`src/rsl_pkg.sv`:
```
// Constants, states and timing for the redundant serial station link.
package rsl_pkg;
  // ==========================================================
  // Control byte values
  localparam logic [7:0] RSL_UNUSED_BYTE = 8'hFA;
  localparam logic [7:0] RSL_INVERT_PREFIX = 8'hFB;
  localparam logic [7:0] RSL_START_BYTE = 8'hFC;
  localparam logic [7:0] RSL_ARB_BYTE = 8'hFD;
  localparam logic [7:0] RSL_ABORT_BYTE = 8'hFE;
  localparam logic [7:0] RSL_CLOSE_BYTE = 8'hFF;
  // ==========================================================
  // Addresses and packet type
  localparam logic [7:0] RSL_MANAGER_ADDR = 8'hE0;
  localparam logic [7:0] RSL_TYPE_EMBEDDED = 8'hF5; // RULE9
  localparam logic [7:0] RSL_BLADE_MSG_ADDR = 8'h20; // RULE10
  localparam logic [7:0] RSL_MANAGER_MSG_ADDR = 8'h41; // RULE10
  // ==========================================================
  // Timing, in microseconds, and derived cycle counts
  localparam int RSL_CLK_HZ = 25000000;
  localparam int RSL_BAUD = 57600;
  localparam int RSL_BIT_CYCLES = RSL_CLK_HZ / RSL_BAUD;
  localparam int RSL_STARTUP_US = 500000;
  localparam int RSL_RECEIVE_US = 2000000;
  localparam int RSL_ARB_SLOT_US = 500;
  localparam int RSL_BACKOFF_MIN_US = 3000;
  localparam int RSL_GAP_US = 50;
  localparam int RSL_STARTUP_CYC = RSL_STARTUP_US * (RSL_CLK_HZ / 1000000);
  localparam int RSL_RECEIVE_CYC = RSL_RECEIVE_US * (RSL_CLK_HZ / 1000000);
  localparam int RSL_ARB_SLOT_CYC = RSL_ARB_SLOT_US * (RSL_CLK_HZ / 1000000);
  localparam int RSL_BACKOFF_MIN_CYC = RSL_BACKOFF_MIN_US * (RSL_CLK_HZ / 1000000);
  localparam int RSL_GAP_CYC = RSL_GAP_US * (RSL_CLK_HZ / 1000000);
  localparam int RSL_ARB_COUNT = 8;
  localparam int RSL_SEND_ATTEMPTS = 10;
  localparam int RSL_MAX_LEN = 1028;
  // ==========================================================
  // Station states
  typedef enum logic [2:0] {
    RSL_ST_DETACHED, RSL_ST_STARTUP, RSL_ST_IDLE, RSL_ST_RECEIVE,
    RSL_ST_ARB, RSL_ST_BACKOFF, RSL_ST_SEND, RSL_ST_ABORT
  } rsl_state_type;
endpackage : rsl_pkg

```
`src/rsl_fifo.sv`:
```
// Small valid/ready FIFO for outgoing packet bytes.
`timescale 1ns/1ns
module rsl_fifo #(
  parameter int WIDTH = 9,
  parameter int DEPTH = 4
) (
  input wire logic clk,
  input wire logic rst_n,
  input wire logic ce,
  input wire logic [WIDTH-1:0] in_data,
  input wire logic in_valid,
  output logic in_ready,
  output logic [WIDTH-1:0] out_data,
  output logic out_valid,
  input wire logic out_ready
);
  localparam int AW = (DEPTH > 1) ? $clog2(DEPTH) : 1;
  logic [WIDTH-1:0] mem_q [DEPTH];
  logic [AW-1:0] wr_q;
  logic [AW-1:0] rd_q;
  logic [AW:0] cnt_q;
  logic push;
  logic pop;
  logic ready_q;
  // Pointers wrap by overflow, so only power-of-two depths work
  if (DEPTH < 2 || (DEPTH & (DEPTH - 1)) != 0) begin : g_bad_depth
    $error("DEPTH must be a power of two");
  end
  // Ready is a flop so the upstream port comes straight from a register
  assign in_ready = ready_q;
  assign out_valid = (cnt_q != '0);
  assign out_data = mem_q[rd_q];
  assign push = in_valid && in_ready && ce;
  assign pop = out_valid && out_ready && ce;
  // ==========================================================
  // Storage and pointers; full and empty come from the count
  always_ff @(posedge clk) begin
    if (push) begin
      mem_q[wr_q] <= in_data;
    end
  end
  always_ff @(posedge clk or negedge rst_n) begin
    if (!rst_n) begin
      wr_q <= '0;
      rd_q <= '0;
      cnt_q <= '0;
      ready_q <= 1'b1;
    end else begin
      if (push) wr_q <= wr_q + AW'(1);
      if (pop) rd_q <= rd_q + AW'(1);
      cnt_q <= cnt_q + (AW+1)'(push) - (AW+1)'(pop);
      ready_q <= (cnt_q + (AW+1)'(push) - (AW+1)'(pop)) < (AW+1)'(DEPTH);
    end
  end
endmodule : rsl_fifo

```
`src/rsl_station.sv`:
```
// Station logic for the redundant shared serial management link.
// What this block does
// [RULE1] Select pair 01 picks A, 10 picks B
// [RULE2] Isolate alone detaches from the bus
// [RULE3] Isolate plus restart detaches and resets controller
// [RULE4] Pins active low; restart alone does nothing
// [RULE5] Use isolate/restart pair of selected link
// [RULE6] Control bytes FA to FF as defined
// [RULE7] Send control-valued bytes as prefix plus complement
// [RULE8] Complement byte after prefix before storing
// [RULE9] Embedded message packets carry type F5h
// [RULE10] Message addresses 20h blade, 41h manager
// [RULE11] Echo mismatch or framing error is collision
// [RULE12] Solicited arbitrates at once; unsolicited backs off
// [RULE13] Startup: watch bus, 500 ms timeout
// [RULE14] Receive from start until close, abort, timeout
// [RULE15] Discard bad, misaddressed or malformed packets
// [RULE16] Win after eight clean arbitration bytes
// [RULE17] Each arbitration byte done within 500 us
// [RULE18] Random 1 to 8 slot delay before each
// [RULE19] Backoff after collision; restart on other traffic
// [RULE20] Backoff is 3 ms plus 0-31 slots
// [RULE21] Winner sends start, body, close; ten attempts
// [RULE22] At least 50 us between packet bytes
// [RULE23] Release driver soon after last byte
// [RULE24] 57600 baud, 8 data bits, no parity
// [RULE25] Accept only from and send only to E0h
// [RULE26] Minimum inter-byte gap 50 us
// [RULE27] Checksum is zero minus 16-bit byte sum
// [RULE28] Random counts from slot-seeded LFSR
`timescale 1ns/1ns
module rsl_station #(
  parameter int STARTUP_CYC = rsl_pkg::RSL_STARTUP_CYC,
  parameter int RECEIVE_CYC = rsl_pkg::RSL_RECEIVE_CYC,
  parameter int BACKOFF_MIN_CYC = rsl_pkg::RSL_BACKOFF_MIN_CYC,
  parameter int ARB_SLOT_CYC = rsl_pkg::RSL_ARB_SLOT_CYC,
  parameter int FIFO_DEPTH = 4
) (
  input wire logic ref_clk,
  input wire logic rst_n,
  input wire logic clk_en,
  input wire logic [7:0] slot_addr,
  input wire logic select_a,
  input wire logic select_b,
  input wire logic link_isolate_a_n,
  input wire logic link_isolate_b_n,
  input wire logic controller_restart_a_n,
  input wire logic controller_restart_b_n,
  input wire logic rx_a,
  input wire logic rx_b,
  output logic tx_a,
  output logic tx_b,
  output logic tx_en_a,
  output logic tx_en_b,
  output logic blade_controller_reset,
  input wire logic [7:0] send_data,
  input wire logic send_last,
  input wire logic send_valid,
  output logic send_ready,
  input wire logic send_solicited,
  output logic send_done,
  output logic send_failed,
  output logic [7:0] recv_data,
  output logic recv_valid,
  output logic recv_good,
  output logic recv_bad
);
  import rsl_pkg::*;
  if (STARTUP_CYC < 1 || RECEIVE_CYC < 1 || BACKOFF_MIN_CYC < 1 || ARB_SLOT_CYC < 1) begin : g_bad_timing
    $error("timing counts must be at least one cycle");
  end
  // ==========================================================
  // Reset release through two flops
  logic [1:0] rst_sync_q;
  logic rst_ok;
  always_ff @(posedge ref_clk or negedge rst_n) begin
    if (!rst_n) rst_sync_q <= 2'h0;
    else rst_sync_q <= {rst_sync_q[0], 1'b1};
  end
  assign rst_ok = rst_sync_q[1];
  // ==========================================================
  // Link selection and isolation (pins already synchronous)
  logic sel_a;
  logic sel_b;
  logic iso_n;
  logic rst_pin_n;
  logic attached;
  assign sel_a = select_a && !select_b; // RULE1
  assign sel_b = select_b && !select_a; // RULE1
  assign iso_n = sel_b ? link_isolate_b_n : link_isolate_a_n; // RULE5
  assign rst_pin_n = sel_b ? controller_restart_b_n : controller_restart_a_n; // RULE5
  // Restart alone is ignored; isolate decides attachment
  assign attached = (sel_a || sel_b) && iso_n; // RULE2 RULE4
  always_ff @(posedge ref_clk or negedge rst_ok) begin
    if (!rst_ok) blade_controller_reset <= 1'b0;
    else if (clk_en) blade_controller_reset <= (sel_a || sel_b) && !iso_n && !rst_pin_n; // RULE3
  end
  logic rx_line;
  assign rx_line = sel_b ? rx_b : (sel_a ? rx_a : 1'b1);
  // ==========================================================
  // UART receiver, 8N1 at 57600
  logic [15:0] rbit_q;
  logic [3:0] ridx_q;
  logic [7:0] rshift_q;
  logic rbusy_q;
  logic rx_ev_q;
  logic rx_ferr_q;
  logic [7:0] rx_byte_q;
  always_ff @(posedge ref_clk or negedge rst_ok) begin
    if (!rst_ok) begin
      rbit_q <= 16'h0000;
      ridx_q <= 4'h0;
      rshift_q <= 8'h00;
      rbusy_q <= 1'b0;
      rx_ev_q <= 1'b0;
      rx_ferr_q <= 1'b0;
      rx_byte_q <= 8'h00;
    end else if (clk_en) begin
      rx_ev_q <= 1'b0;
      if (!attached) begin
        rbusy_q <= 1'b0; // RULE2
      end else if (!rbusy_q) begin
        if (!rx_line) begin
          rbusy_q <= 1'b1;
          rbit_q <= 16'(RSL_BIT_CYCLES / 2);
          ridx_q <= 4'h0;
        end
      end else if (rbit_q != 16'h0000) begin
        rbit_q <= rbit_q - 16'h0001;
      end else begin
        rbit_q <= 16'(RSL_BIT_CYCLES - 1);
        ridx_q <= ridx_q + 4'h1;
        if (ridx_q >= 4'h1 && ridx_q <= 4'h8) rshift_q <= {rx_line, rshift_q[7:1]}; // RULE24
        if (ridx_q == 4'h9) begin
          rbusy_q <= 1'b0;
          rx_ev_q <= 1'b1;
          rx_ferr_q <= !rx_line; // RULE11
          rx_byte_q <= rshift_q;
        end
      end
    end
  end
  // ==========================================================
  // UART transmitter; driver enable follows the frame
  logic [15:0] tbit_q;
  logic [3:0] tidx_q;
  logic [9:0] tshift_q;
  logic tbusy_q;
  logic tx_start;
  logic [7:0] tx_byte;
  logic [7:0] last_sent_q;
  always_ff @(posedge ref_clk or negedge rst_ok) begin
    if (!rst_ok) begin
      tbit_q <= 16'h0000;
      tidx_q <= 4'h0;
      tshift_q <= 10'h3FF;
      tbusy_q <= 1'b0;
      last_sent_q <= 8'h00;
    end else if (clk_en) begin
      if (!attached) begin
        tbusy_q <= 1'b0;
        tshift_q <= 10'h3FF;
      end else if (tx_start) begin
        tbusy_q <= 1'b1;
        tshift_q <= {1'b1, tx_byte, 1'b0};
        tbit_q <= 16'(RSL_BIT_CYCLES - 1);
        tidx_q <= 4'h0;
        last_sent_q <= tx_byte;
      end else if (tbusy_q) begin
        if (tbit_q != 16'h0000) begin
          tbit_q <= tbit_q - 16'h0001;
        end else begin
          tbit_q <= 16'(RSL_BIT_CYCLES - 1);
          tshift_q <= {1'b1, tshift_q[9:1]};
          tidx_q <= tidx_q + 4'h1;
          if (tidx_q == 4'h9) tbusy_q <= 1'b0; // RULE17 RULE23: driver off at stop end
        end
      end
    end
  end
  // Pins are registered; the unselected link is never driven
  always_ff @(posedge ref_clk or negedge rst_ok) begin
    if (!rst_ok) begin
      tx_a <= 1'b1;
      tx_b <= 1'b1;
      tx_en_a <= 1'b0;
      tx_en_b <= 1'b0;
    end else if (clk_en) begin
      tx_a <= tshift_q[0];
      tx_b <= tshift_q[0];
      tx_en_a <= tbusy_q && attached && sel_a; // RULE1 RULE2
      tx_en_b <= tbusy_q && attached && sel_b; // RULE1 RULE2
    end
  end
  // ==========================================================
  // Slot-seeded pseudo-random source
  logic [15:0] lfsr_q;
  always_ff @(posedge ref_clk or negedge rst_ok) begin
    if (!rst_ok) lfsr_q <= 16'hACE1;
    else if (clk_en) lfsr_q <= {lfsr_q[14:0], lfsr_q[15] ^ lfsr_q[13] ^ lfsr_q[12] ^ lfsr_q[10]} ^ {8'h00, slot_addr}; // RULE28
  end
  // ==========================================================
  // Outgoing byte FIFO; stuffing happens on the way out
  logic [8:0] fifo_q_data;
  logic fifo_valid;
  logic fifo_pop;
  rsl_fifo #(.WIDTH(9), .DEPTH(FIFO_DEPTH)) u_fifo (
    .clk(ref_clk),
    .rst_n(rst_ok),
    .ce(clk_en),
    .in_data({send_last, send_data}),
    .in_valid(send_valid),
    .in_ready(send_ready),
    .out_data(fifo_q_data),
    .out_valid(fifo_valid),
    .out_ready(fifo_pop)
  );
  // ==========================================================
  // Station state machine
  rsl_state_type st_q;
  logic [31:0] tmr_q;
  logic [3:0] arb_n_q;
  logic [3:0] tries_q;
  logic pend_esc_q;
  logic tx_wait_q;
  logic sent_close_q;
  logic rx_esc_q;
  logic rx_err_q;
  logic [10:0] rx_cnt_q;
  logic [15:0] rx_sum_q;
  logic [7:0] rx_dst_q;
  logic [7:0] rx_src_q;
  logic [15:0] rx_len_q;
  logic [7:0] rx_ch_q;
  logic back_to_arb_q;
  logic first_q;
  logic raw_ctl;
  logic is_ctrl;
  logic [7:0] rx_val;
  logic echo_bad;
  assign is_ctrl = fifo_q_data[7:0] >= RSL_UNUSED_BYTE; // RULE6 RULE7
  assign rx_val = rx_esc_q ? ~rx_byte_q : rx_byte_q; // RULE8
  assign echo_bad = rx_ev_q && (rx_ferr_q || rx_byte_q != last_sent_q); // RULE11
  assign tx_start = attached && !tbusy_q && !tx_wait_q && tmr_q == 32'h0 &&
    ((st_q == RSL_ST_ARB) || (st_q == RSL_ST_ABORT) || (st_q == RSL_ST_SEND && (fifo_valid || pend_esc_q)));
  // Framing bytes go raw: the first start byte and the close byte flagged last
  assign raw_ctl = (fifo_q_data[8] && fifo_q_data[7:0] == RSL_CLOSE_BYTE) ||
                   (first_q && fifo_q_data[7:0] == RSL_START_BYTE); // RULE21
  assign tx_byte = (st_q == RSL_ST_ARB) ? RSL_ARB_BYTE :
                   (st_q == RSL_ST_ABORT) ? RSL_ABORT_BYTE :
                   pend_esc_q ? ~fifo_q_data[7:0] :
                   (is_ctrl && !raw_ctl) ? RSL_INVERT_PREFIX : fifo_q_data[7:0]; // RULE7
  // Caller sends start byte raw (unstuffed first) and close byte flagged last
  assign fifo_pop = st_q == RSL_ST_SEND && tx_start && (pend_esc_q || !is_ctrl || raw_ctl);
  logic [31:0] rnd_slot;
  logic [31:0] rnd_back;
  assign rnd_slot = 32'(ARB_SLOT_CYC) * (32'(lfsr_q[2:0]) + 32'h1); // RULE18
  assign rnd_back = 32'(BACKOFF_MIN_CYC) + 32'(ARB_SLOT_CYC) * 32'(lfsr_q[4:0]); // RULE20
  always_ff @(posedge ref_clk or negedge rst_ok) begin
    if (!rst_ok) begin
      st_q <= RSL_ST_DETACHED;
      tmr_q <= 32'h0;
      arb_n_q <= 4'h0;
      tries_q <= 4'h0;
      pend_esc_q <= 1'b0;
      tx_wait_q <= 1'b0;
      back_to_arb_q <= 1'b0;
      first_q <= 1'b0;
      sent_close_q <= 1'b0;
      send_done <= 1'b0;
      send_failed <= 1'b0;
    end else if (clk_en) begin
      send_done <= 1'b0;
      send_failed <= 1'b0;
      if (tmr_q != 32'h0) tmr_q <= tmr_q - 32'h1;
      if (tx_start) tx_wait_q <= 1'b1;
      if (!attached) begin
        st_q <= RSL_ST_DETACHED; // RULE2
        tx_wait_q <= 1'b0;
        pend_esc_q <= 1'b0;
      end else case (st_q)
        RSL_ST_DETACHED: begin
          st_q <= RSL_ST_STARTUP;
          tmr_q <= 32'(STARTUP_CYC); // RULE13
        end
        RSL_ST_STARTUP: begin
          if (rx_ev_q && !rx_ferr_q) begin
            if (rx_byte_q == RSL_ARB_BYTE || rx_byte_q == RSL_CLOSE_BYTE || rx_byte_q == RSL_ABORT_BYTE)
              st_q <= RSL_ST_IDLE; // RULE13
            else begin
              st_q <= RSL_ST_RECEIVE; // RULE13
              tmr_q <= 32'(RECEIVE_CYC);
            end
          end else if (tmr_q == 32'h0) st_q <= RSL_ST_IDLE; // RULE13
        end
        RSL_ST_IDLE, RSL_ST_RECEIVE: begin
          if (rx_ev_q && !rx_ferr_q && rx_byte_q == RSL_START_BYTE) begin
            st_q <= RSL_ST_RECEIVE; // RULE14
            tmr_q <= 32'(RECEIVE_CYC);
          end else if (st_q == RSL_ST_RECEIVE && ((rx_ev_q && !rx_ferr_q && (rx_byte_q == RSL_CLOSE_BYTE ||
                       rx_byte_q == RSL_ABORT_BYTE || rx_byte_q == RSL_ARB_BYTE)) || tmr_q == 32'h0)) begin
            st_q <= RSL_ST_IDLE; // RULE14
          end else if (st_q == RSL_ST_IDLE && (fifo_valid || back_to_arb_q)) begin
            back_to_arb_q <= 1'b0;
            arb_n_q <= 4'h0;
            st_q <= (send_solicited || back_to_arb_q) ? RSL_ST_ARB : RSL_ST_BACKOFF; // RULE12
            tmr_q <= (send_solicited || back_to_arb_q) ? rnd_slot : rnd_back;
          end
        end
        RSL_ST_ARB: begin
          if (tx_wait_q && rx_ev_q) begin
            tx_wait_q <= 1'b0;
            if (echo_bad) begin
              st_q <= RSL_ST_BACKOFF; // RULE19
              tmr_q <= rnd_back;
            end else if (arb_n_q == 4'(RSL_ARB_COUNT - 1)) begin
              st_q <= RSL_ST_SEND; // RULE16
              first_q <= 1'b1;
              // Echo lands mid stop bit; one extra bit time keeps the idle gap long enough
              tmr_q <= 32'(RSL_GAP_CYC + RSL_BIT_CYCLES); // RULE26
            end else begin
              arb_n_q <= arb_n_q + 4'h1;
              tmr_q <= rnd_slot; // RULE18
            end
          end else if (!tx_wait_q && rx_ev_q) begin
            st_q <= RSL_ST_BACKOFF; // RULE19
            tmr_q <= rnd_back;
          end
        end
        RSL_ST_BACKOFF: begin
          if (rx_ev_q && !rx_ferr_q && rx_byte_q == RSL_START_BYTE) begin
            st_q <= RSL_ST_RECEIVE; // RULE19
            tmr_q <= 32'(RECEIVE_CYC);
            back_to_arb_q <= 1'b1;
          end else if (rx_ev_q) tmr_q <= rnd_back; // RULE19
          else if (tmr_q == 32'h0) begin
            st_q <= RSL_ST_ARB;
            arb_n_q <= 4'h0;
            tmr_q <= rnd_slot;
          end
        end
        RSL_ST_SEND: begin
          if (tx_start) begin
            pend_esc_q <= !pend_esc_q && tx_byte == RSL_INVERT_PREFIX; // RULE7
            sent_close_q <= fifo_pop && fifo_q_data[8];
            if (fifo_pop) first_q <= 1'b0;
          end
          if (tx_wait_q && rx_ev_q) begin
            tx_wait_q <= 1'b0;
            tmr_q <= 32'(RSL_GAP_CYC + RSL_BIT_CYCLES); // RULE22 RULE26
            if (echo_bad) begin
              st_q <= RSL_ST_ABORT; // RULE21
            end else if (sent_close_q) begin
              st_q <= RSL_ST_IDLE;
              tries_q <= 4'h0;
              send_done <= 1'b1;
            end
          end
        end
        RSL_ST_ABORT: begin
          if (tx_wait_q && rx_ev_q) begin
            tx_wait_q <= 1'b0;
            pend_esc_q <= 1'b0;
            if (tries_q == 4'(RSL_SEND_ATTEMPTS - 1)) begin
              st_q <= RSL_ST_IDLE; // RULE21
              tries_q <= 4'h0;
              send_failed <= 1'b1;
            end else begin
              tries_q <= tries_q + 4'h1;
              st_q <= RSL_ST_BACKOFF;
              tmr_q <= rnd_back;
            end
          end
        end
        default: st_q <= RSL_ST_DETACHED;
      endcase
    end
  end
  // ==========================================================
  // Receive path: unstuff, count, sum, validate on close
  always_ff @(posedge ref_clk or negedge rst_ok) begin
    if (!rst_ok) begin
      rx_esc_q <= 1'b0;
      rx_err_q <= 1'b0;
      rx_cnt_q <= 11'h000;
      rx_sum_q <= 16'h0000;
      rx_dst_q <= 8'h00;
      rx_src_q <= 8'h00;
      rx_len_q <= 16'h0000;
      rx_ch_q <= 8'h00;
      recv_data <= 8'h00;
      recv_valid <= 1'b0;
      recv_good <= 1'b0;
      recv_bad <= 1'b0;
    end else if (clk_en) begin
      recv_valid <= 1'b0;
      recv_good <= 1'b0;
      recv_bad <= 1'b0;
      if (rx_ev_q && st_q != RSL_ST_SEND && st_q != RSL_ST_ABORT && st_q != RSL_ST_ARB) begin
        if (rx_ferr_q) rx_err_q <= 1'b1; // RULE15
        else if (rx_byte_q == RSL_START_BYTE) begin
          rx_cnt_q <= 11'h000;
          rx_sum_q <= 16'h0000;
          rx_err_q <= 1'b0;
          rx_esc_q <= 1'b0;
        end else if (st_q == RSL_ST_RECEIVE && rx_byte_q == RSL_CLOSE_BYTE) begin
          // Checksum word replaces its two bytes in the sum; the close byte counts too
          if (!rx_err_q && rx_sum_q - 16'(rx_ch_q) - 16'(recv_data) + {rx_ch_q, recv_data} + 16'h00FF == 16'h0000 &&
              rx_src_q == RSL_MANAGER_ADDR && rx_dst_q == slot_addr && rx_cnt_q >= 11'h006 &&
              rx_len_q == 16'(rx_cnt_q) - 16'h0006) recv_good <= 1'b1; // RULE15 RULE25 RULE27
          else recv_bad <= 1'b1; // RULE15
        end else if (st_q == RSL_ST_RECEIVE && rx_byte_q == RSL_INVERT_PREFIX) rx_esc_q <= 1'b1; // RULE8
        else if (st_q == RSL_ST_RECEIVE && rx_byte_q < RSL_UNUSED_BYTE || rx_esc_q) begin
          rx_esc_q <= 1'b0;
          rx_cnt_q <= (rx_cnt_q == 11'h7FF) ? rx_cnt_q : rx_cnt_q + 11'h001;
          if (rx_cnt_q == 11'h000) rx_dst_q <= rx_val;
          if (rx_cnt_q == 11'h001) rx_src_q <= rx_val;
          if (rx_cnt_q == 11'h002) rx_len_q[15:8] <= rx_val;
          if (rx_cnt_q == 11'h003) rx_len_q[7:0] <= rx_val;
          // Byte before the newest; with recv_data it forms the checksum word
          rx_ch_q <= recv_data;
          rx_sum_q <= rx_sum_q + {8'h00, rx_val}; // RULE27
          recv_data <= rx_val;
          recv_valid <= 1'b1;
        end
      end
    end
  end
endmodule : rsl_station

```
`config.mk`:
```
export PLATFORM = sky130hd
export DESIGN_NAME = rsl_station
export DESIGN_NICKNAME = d
export VERILOG_FILES = /design/src/rsl_pkg.sv /design/src/rsl_fifo.sv /design/src/rsl_station.sv
export SDC_FILE = /design/constraint.sdc
export NUM_CORES = 1
export LEC_CHECK = 0
export BUFFER_PORTS_ARGS = -buffer_cell sky130_fd_sc_hd__buf_4
export CORE_MARGIN = 2
export CORE_UTILIZATION = 40
export CTS_CLUSTER_DIAMETER = 60
export DETAILED_ROUTE_END_ITERATION = 7
export GPL_TIMING_DRIVEN = 0
export PLACE_DENSITY = 0.68
export RECOVER_POWER = 25
export SETUP_SLACK_MARGIN = 0.05
export SLEW_MARGIN = 10
export SYNTH_ARGS = -nofsm -noshare
export SYNTH_HDL_FRONTEND = slang
export SYNTH_SLANG_ARGS = --single-unit
```
`constraint.sdc`:
```
create_clock -name ref_clk -period 6.95 [get_ports ref_clk]
set_input_delay 1.7375 -clock ref_clk [delete_from_list [all_inputs] [get_ports ref_clk]]
set_output_delay 1.7375 -clock ref_clk [all_outputs]
set_load 0.05 [all_outputs]
```
# After elaboration in Yosys (flattened, before gate mapping)
# Memories as Yosys holds them, arrays and structs flattened.
# Index checks and enable logic that the tools add are counted.
[classes]
reduce_logical = 114
muxes = 156
mul = 2
n_addsub = 20
n_div = 0
shift = 0
magnitude_cmp = 6
bitwise_logic = 11
eq_ne = 66
[op_table]
columns = ["operator", "n"]
rows = [
  ["32-bit two-way mux", 15],
  ["32-bit one-hot mux with 7 select lines", 1],
  ["16-bit two-way mux", 10],
  ["4-bit two-way mux", 20],
  ["8-bit equality test, second input constant", 9],
  ["1-bit two-way mux", 69],
  ["11-bit two-way mux", 5],
  ["3-bit two-way mux", 18],
  ["1-bit logical AND", 44],
  ["10-bit two-way mux", 4],
  ["20-bit two-way mux", 2],
  ["8-bit two-way mux", 5],
  ["8-bit AND reduction", 5],
  ["2-bit != test, second input constant", 18],
  ["32-bit logical NOT", 1],
  ["16-bit nonzero test", 2],
  ["32-bit nonzero test", 1],
  ["16-bit by 1-bit subtractor with 16-bit output, second input constant", 2],
  ["16-bit by 8-bit subtractor with 16-bit output", 2],
  ["32-bit by 1-bit subtractor with 32-bit output, second input constant", 1],
  ["7-bit AND reduction", 4],
  ["11-bit by 2-bit equality test with 1-bit output, second input constant", 2],
  ["3-bit one-hot mux with 7 select lines", 1],
  ["17-bit by 19-bit adder with 20-bit output, first input constant", 1],
  ["other kinds (59)", 133],
]
[word_totals]
latch_bits = 0
romBits = 0
output_inout_bits = 19
n_memories = 1
wordCells = 422
ram_bits = 36
input_bits = 30
regBits = 238
[mem_list]
columns = ["name", "depth", "word_bits", "read_ports", "rd_clocked_by_memory_dff", "wr", "line_no", "text"]
rows = [
  ["u_fifo.mem_q", 4, 9, 1, 0, 1, "rsl_fifo.sv:18", "logic [WIDTH-1:0] mem_q [DEPTH];"],
]

# Longest topological paths before layout
[depth]
word_depth = 15
depth_mapped = 16
mapped_depth_nobuf = 16

# By module
# From an unflattened synthesis, not the netlist that was laid out.
[hier_totals]
hier_cells = 2074
area_unflattened_um2 = 18729.2
[modules_own_cells]
columns = ["module", "cells_per_inst", "area_per_inst_um2", "seq_area_each_um2", "instances"]
rows = [
  ["rsl_station", 1989, 16995.0, 5753.0, 1],
  ["rsl_fifo", 85, 1734.2, 1282.5, 1],
]

# Least setup slack after synthesis
# OpenSTA, ideal clock, no wires.
[synth_path]
path_type = "input to register"
from = "input port select_a"
to = "register u_fifo.ready_q, in the netlist u_fifo.in_ready"
slack_ns = 2.428
required_ns = 6.871
stages = 15
arrival_time_ns = 4.442
cell_sequence = "inv_1 ha_1 mux2i_1 or2_2 nor3_1 nand2_1 a211oi_1 and3_1 ha_1 inv_1 ha_1 inv_1 fa_1 xnor2_1 inv_1"
[synth_between]
elab_chain_len = 14
elab_cells_between_ends = 16
classes_between = "add/sub: 1; order compare: 1; mux: 1; reduce/logical: 13"
[synth_lines]
columns = ["element", "line_no", "text"]
rows = [
  ["from (decl)", "rsl_station.sv:43", "input wire logic select_a,"],
  ["1-bit logical NOT", "rsl_station.sv:89", "assign sel_b = select_b && !select_a;"],
  ["1-bit logical AND", "rsl_station.sv:89", ""],
  ["1-bit two-way mux / 1-bit logical OR (equally long branches)", "rsl_station.sv:90, rsl_station.sv:93", ""],
  ["1-bit logical AND *", "rsl_station.sv:93", "assign attached = (sel_a || sel_b) && iso_n;"],
  ["1-bit logical AND * (4 in series)", "rsl_station.sv:244", "assign tx_start = attached && !tbusy_q && !tx_wait_q && tmr_q == 32'h0 &&"],
  ["1-bit logical AND * (2 in series)", "rsl_station.sv:254", "assign fifo_pop = st_q == RSL_ST_SEND && tx_start && (pend_esc_q || !is_ctrl || raw_ctl);"],
  ["1-bit logical AND * (2 in series)", "rsl_fifo.sv:34", "assign pop = out_valid && out_ready && ce;"],
  ["via u_fifo.pop", "rsl_fifo.sv:23", "logic pop;"],
  ["3-bit by 1-bit subtractor with 3-bit output *", "rsl_fifo.sv:52", "ready_q <= (cnt_q + (AW+1)'(push) - (AW+1)'(pop)) < (AW+1)'(DEPTH);"],
  ["3-bit < comparator *", "rsl_fifo.sv:52", ""],
  ["to (signal assigned)", "rsl_fifo.sv:52", ""],
  ["to (decl)", "rsl_fifo.sv:24", "logic ready_q;"],
]
# Mark *: on every way through the listed nets, which the timed path passes. The rest lies on a longest branch.
# A chain may end at the register's enable or synchronous reset.

# Final worst setup path
[layout_path]
from = "register lfsr_q[0]"
to = "register tmr_q[14]"
[layout_between]
elab_chain_len = 8
elab_cells_between_ends = 19
classes_between = "add/sub: 2; mul: 2; mux: 15"
[layout_lines]
columns = ["element", "line_no", "text"]
rows = [
  ["from (decl)", "rsl_station.sv:197", "logic [15:0] lfsr_q;"],
  ["from (signal assigned)", "rsl_station.sv:200", "else if (clk_en) lfsr_q <= {lfsr_q[14:0], lfsr_q[15] ^ lfsr_q[13] ^ lfsr_q[12] ^ lfsr_q[10]} ^ {8'h00, slot_ad ..."],
  ["12-bit by 5-bit multiplier with 17-bit output / 3-bit by 1-bit adder with 4-bit output (equally long branches)", "rsl_station.sv:258, rsl_station.sv:257", ""],
  ["17-bit by 19-bit adder with 20-bit output / 12-bit by 4-bit multiplier with 16-bit output (equally long branches)", "rsl_station.sv:258, rsl_station.sv:257", ""],
  ["20-bit two-way mux", "rsl_station.sv:307", "tmr_q <= (send_solicited || back_to_arb_q) ? rnd_slot : rnd_back;"],
  ["32-bit two-way mux", "rsl_station.sv:303", "end else if (st_q == RSL_ST_IDLE && (fifo_valid || back_to_arb_q)) begin"],
  ["32-bit two-way mux", "rsl_station.sv:300", "end else if (st_q == RSL_ST_RECEIVE && ((rx_ev_q && !rx_ferr_q && (rx_byte_q == RSL_CLOSE_BYTE ||"],
  ["32-bit two-way mux", "rsl_station.sv:297", "if (rx_ev_q && !rx_ferr_q && rx_byte_q == RSL_START_BYTE) begin"],
  ["32-bit one-hot mux with 7 select lines *", "rsl_station.sv:281", "end else case (st_q)"],
  ["32-bit two-way mux *", "rsl_station.sv:277", "if (!attached) begin"],
  ["to (signal assigned)", "rsl_station.sv:275", "if (tmr_q != 32'h0) tmr_q <= tmr_q - 32'h1;"],
  ["to (signal assigned)", "rsl_station.sv:284", "tmr_q <= 32'(STARTUP_CYC);"],
  ["to (signal assigned)", "rsl_station.sv:299", "tmr_q <= 32'(RECEIVE_CYC);"],
  ["to (decl)", "rsl_station.sv:221", "logic [31:0] tmr_q;"],
]
# Mark *: on every way between the ends. The rest lies on a longest branch, timed or not.

==> run summary <==
LOGIC SYNTHESIS
--------------------------------------------------------------------------------
Library cell with the highest instance count after synthesis        sky130_fd_sc_hd__nand2_1
Main combinational cell family by area after synthesis              simple AND/OR/NAND/NOR gates
Fraction of synthesized cell area taken by the top area cell type          0.283
Count of mapped cells out of synthesis                                      2191
Top cells by instance count after synthesis                         229 x sky130_fd_sc_hd__nand2_1, 218 x sky130_fd_sc_hd__dfrtp_1, 184 x sky130_fd_sc_hd__nor2_1, 171 x sky130_fd_sc_hd__o21ai_0, 148 x sky130_fd_sc_hd__a21oi_1
Ys async rst share                                                         0.868
Number of synthesized flops with an enable pin                                36
Xor/xnor cell area share of the yosys netlist                             0.0691
Cell area after synthesis                                            19300 sq um
Share of cell area taken by muxes after synthesis                         0.0341
Number of register bits inferred by synthesis                                273
Synth unique cells                                                            94
Post-Synth Adder-Cell Area                                                0.0961
Dominant cell type by area after synthesis                          sky130_fd_sc_hd__dfrtp_1
Area fraction in and, or, nand and nor cells after synthesis               0.195
Most instantiated flip-flop cell in the synthesis netlist           sky130_fd_sc_hd__dfrtp_1
Syn Nets                                                                    2361
Ranking of synthesized cells by area                                sky130_fd_sc_hd__dfrtp_1 28%, sky130_fd_sc_hd__ha_1 8.3%, sky130_fd_sc_hd__edfxtp_1 5.6%, sky130_fd_sc_hd__nand2_1 4.5%, sky130_fd_sc_hd__o21ai_0 4.4%
Share of the yosys chip area belonging to registers                        0.365
Synth Area in Compound Gates                                               0.193
YS warnings                                                                    0
Post-synthesis average cell area                                      8.79 sq um

LAYOUT
--------------------------------------------------------------------------------
Layout Area Growth over Synthesis                                          12.8%
Post-layout util                                                           0.456
Layout cell share with drive strength beyond 1                            0.0943
Count of antenna diodes in the layout                                          0
Nets                                                                        2452
Non-filler cells, final                                                     2926

CLOCKING
--------------------------------------------------------------------------------
Number of buffers on the longest clock path                                    3
Clock root buffer                                                   sky130_fd_sc_hd__clkbuf_16
Cts bufs inserted                                                             37
Worst-Skew Late Latency                                                   570 ps
Post-CTS Setup Repair Bufs                                                     0
Post-CTS sizing                                                                0
Clock-pin slew on the worst setup and hold paths                           60 ps
CTS Hold Bufs                                                                  0
Number of H-tree levels                                                        2
Clk sink count                                                               273
TritonCTS clock tree                                                        done

TIMING
--------------------------------------------------------------------------------
Shortest clock period the worst path allows after layout                 5570 ps
RSZ-0062 raised after global routing                                          no
Max transition margin                                                     -0.621
Highest attainable clock frequency                                       179 MHz
Final cycle utilization of the critical path                               0.802
Count of final setup violators                                                 0
Hold Fails Final Rpt                                                           0
Final worst hold slack                                                    354 ps
Final worst clock skew                                                   27.9 ps
Transition at the pin with the smallest max-transition slack             2430 ps
Setup Total Neg Slack                                                       0 ps
Max-slew violation count                                                     145

CRITICAL PATH
--------------------------------------------------------------------------------
Kind of critical path                                                 reg -> reg
CP Data Arrival Time                                                     6010 ps
Worst endpoint required time                                             7390 ps
Sort of element at the end of the critical path                         register
Crit-path max FO                                                               9
CP Launch Type                                                          register

DETAILED ROUTING
--------------------------------------------------------------------------------
Remaining routing DRC violations                                               0
Wire length after detailed routing                                  61500 microns
Antenna Nets Post-Route                                                        0
Avg Vias per Cell                                                           6.00
DR WL/cell                                                          21.0 microns
Via count                                                                  17600
Drt pass-1 iters                                                               6
Detailed Route Iter0 Violations                                             1763

GLOBAL ROUTE
--------------------------------------------------------------------------------
Global-route wire length before repair                              96100 microns
Global-route congestion overflow total                                         0
Tot GR Track Use                                                           0.245
Pin count of the biggest net entering global routing                          65
Antenna violations before repair                                               1
Vias in the first global route                                             17200

STATUS
--------------------------------------------------------------------------------
Result of the run                                                   complete, but fails checks
Violated checks                                                     max-capacitance violations, max-slew violations

HOLD PATH
--------------------------------------------------------------------------------
Hold Path Class                                                       reg -> reg

PLACED DESIGN
--------------------------------------------------------------------------------
Dpl cells                                                                   2858
Dpl hpwl                                                            45800 microns
Port-buffer cells                                                             47
GPL Wtd Cong                                                                1.02

FLOORPLANNING
--------------------------------------------------------------------------------
X dimension of the die                                               223 microns
Ports                                                                         49
Rows                                                                          80
Core Footprint                                                       47600 sq um
Effective utilization at floorplan                                         0.404
Vertical die dimension                                               223 microns
DIE AREA                                                             49900 sq um

POWER
--------------------------------------------------------------------------------
Worst ir drop on vdd                                                    0.387 mV
Pwr Density                                                          373 nW/um^2
Leakage power of the design                                              9.36 nW

RUN
--------------------------------------------------------------------------------
Number of maximum-capacitance constraint violations                            4

==> through the flow <==
step	setup WS, ps	area [sq um]	total power [mW]
6_report	1380	21700	8.10
2_1_floorplan	2430	19300	4.77
5_1_grt	1200	21700	8.53
3_3_place_gp	1430	20400	5.83
4_1_cts	1570	21800	7.99
3_5_place_dp	1520	20500	5.93
==> sequential cells by signal, indices dropped and copies added, names as in the netlist, 9 cells and up <==
| name | flops |
|---|---|
| lfsr_q | 16 |
| rbit_q | 16 |
| rx_cnt_q | 11 |
| rx_len_q | 16 |
| rx_sum_q | 16 |
| tbit_q | 16 |
| tmr_q | 32 |
| tshift_q | 9 |
| u_fifo.mem_q | 36 |
==> worst max-delay path, cell delays in order, from the launching register on <==
cell and delay, ps:
sky130_fd_sc_hd__dfstp_2 620, sky130_fd_sc_hd__clkbuf_1 520, sky130_fd_sc_hd__inv_1 420, sky130_fd_sc_hd__ha_1 730, sky130_fd_sc_hd__ha_1 350, sky130_fd_sc_hd__ha_1 310, sky130_fd_sc_hd__ha_1 390, sky130_fd_sc_hd__nor3_1 110
sky130_fd_sc_hd__a2111oi_0 750, sky130_fd_sc_hd__o211ai_1 190, sky130_fd_sc_hd__xnor2_1 240, sky130_fd_sc_hd__mux2i_1 240, sky130_fd_sc_hd__nor3_1 80, sky130_fd_sc_hd__o22a_1 230, sky130_fd_sc_hd__o31a_1 300
==> kinds of logic after synthesis <==
kind of cell,Yosys count
multiplexers,50
buffers and inverters,233
adder cells (fa/ha/maj),140
flip-flops,273
XOR/XNOR,152
other,1
AND/OR/NAND/NOR,758
AO/OA/AOI/OAI,584
==> power by group <==
group	switching (mW)	internal [mW]
sequential	0.156	1.75
clock	0.810	1.21
combinational	2.75	1.43
==> path summary, 6_finish.rpt <==
kind | startpoint | endpoint | slack [ps] | depth (start not counted)
worst max register to register | lfsr_q[0]$_DFFE_PN1P_ | tmr_q[14]$_DFFE_PN0P_ | 1380 | 14
worst max-delay path | lfsr_q[0]$_DFFE_PN1P_ | tmr_q[14]$_DFFE_PN0P_ | 1380 | 14
min in group asynchronous | rst_sync_q[1]$_DFF_PN0_ | rbit_q[1]$_DFFE_PN0P_ | 560 | 0
worst min-delay path | rst_sync_q[0]$_DFF_PN0_ | rst_sync_q[1]$_DFF_PN0_ | 350 | 0
max in group asynchronous | rst_sync_q[1]$_DFF_PN0_ | tmr_q[5]$_DFFE_PN0P_ | 2110 | 2
worst min register to register | rst_sync_q[0]$_DFF_PN0_ | rst_sync_q[1]$_DFF_PN0_ | 350 | 0
==> final cells by class <==
class / count / area, sq um
multi-input combinational: 1685 / 11300
inverter: 133 / 499
sequential: 273 / 7040
fill: 4556 / 25900
buffer: 100 / 394
clock inverter: 25 / 344
timing repair buffer: 52 / 395
tap: 615 / 769
clock buffer: 43 / 958
==> cells in the final DEF, fill, tap and decap left out, types with 13 or more instances in the layout <==
cell type	count
sky130_fd_sc_hd__nand3_1	50
sky130_fd_sc_hd__clkbuf_1	89
sky130_fd_sc_hd__mux2_2	34
sky130_fd_sc_hd__dfstp_2	19
sky130_fd_sc_hd__buf_4	47
sky130_fd_sc_hd__a21oi_1	148
sky130_fd_sc_hd__nor4_1	32
sky130_fd_sc_hd__clkbuf_16	37
sky130_fd_sc_hd__a21o_1	25
sky130_fd_sc_hd__o211ai_1	22
sky130_fd_sc_hd__nand2b_1	30
sky130_fd_sc_hd__nor2_1	184
sky130_fd_sc_hd__xor2_1	63
sky130_fd_sc_hd__edfxtp_1	36
sky130_fd_sc_hd__nor3_1	52
sky130_fd_sc_hd__o21ai_0	171
sky130_fd_sc_hd__ha_1	127
sky130_fd_sc_hd__xnor2_1	89
sky130_fd_sc_hd__a31oi_1	24
sky130_fd_sc_hd__or3_1	21
sky130_fd_sc_hd__nand4_1	37
sky130_fd_sc_hd__and3_1	16
sky130_fd_sc_hd__nand2_1	229
sky130_fd_sc_hd__a211oi_1	19
sky130_fd_sc_hd__nor2b_1	13
sky130_fd_sc_hd__o31ai_1	20
sky130_fd_sc_hd__dfrtp_1	218
sky130_fd_sc_hd__and2_1	16
sky130_fd_sc_hd__fa_1	13
sky130_fd_sc_hd__inv_1	130
==> layer usage <==
metal	vias up	wire length (microns)	GRT usage
li1	8126	-	-
met1	8603	27200	0.336
met2	716	27300	0.385
met3	122	4940	0.0490
met4	2	2040	0.0897
met5	-	18	0
Note: power is estimated with default switching activity, not from simulation.
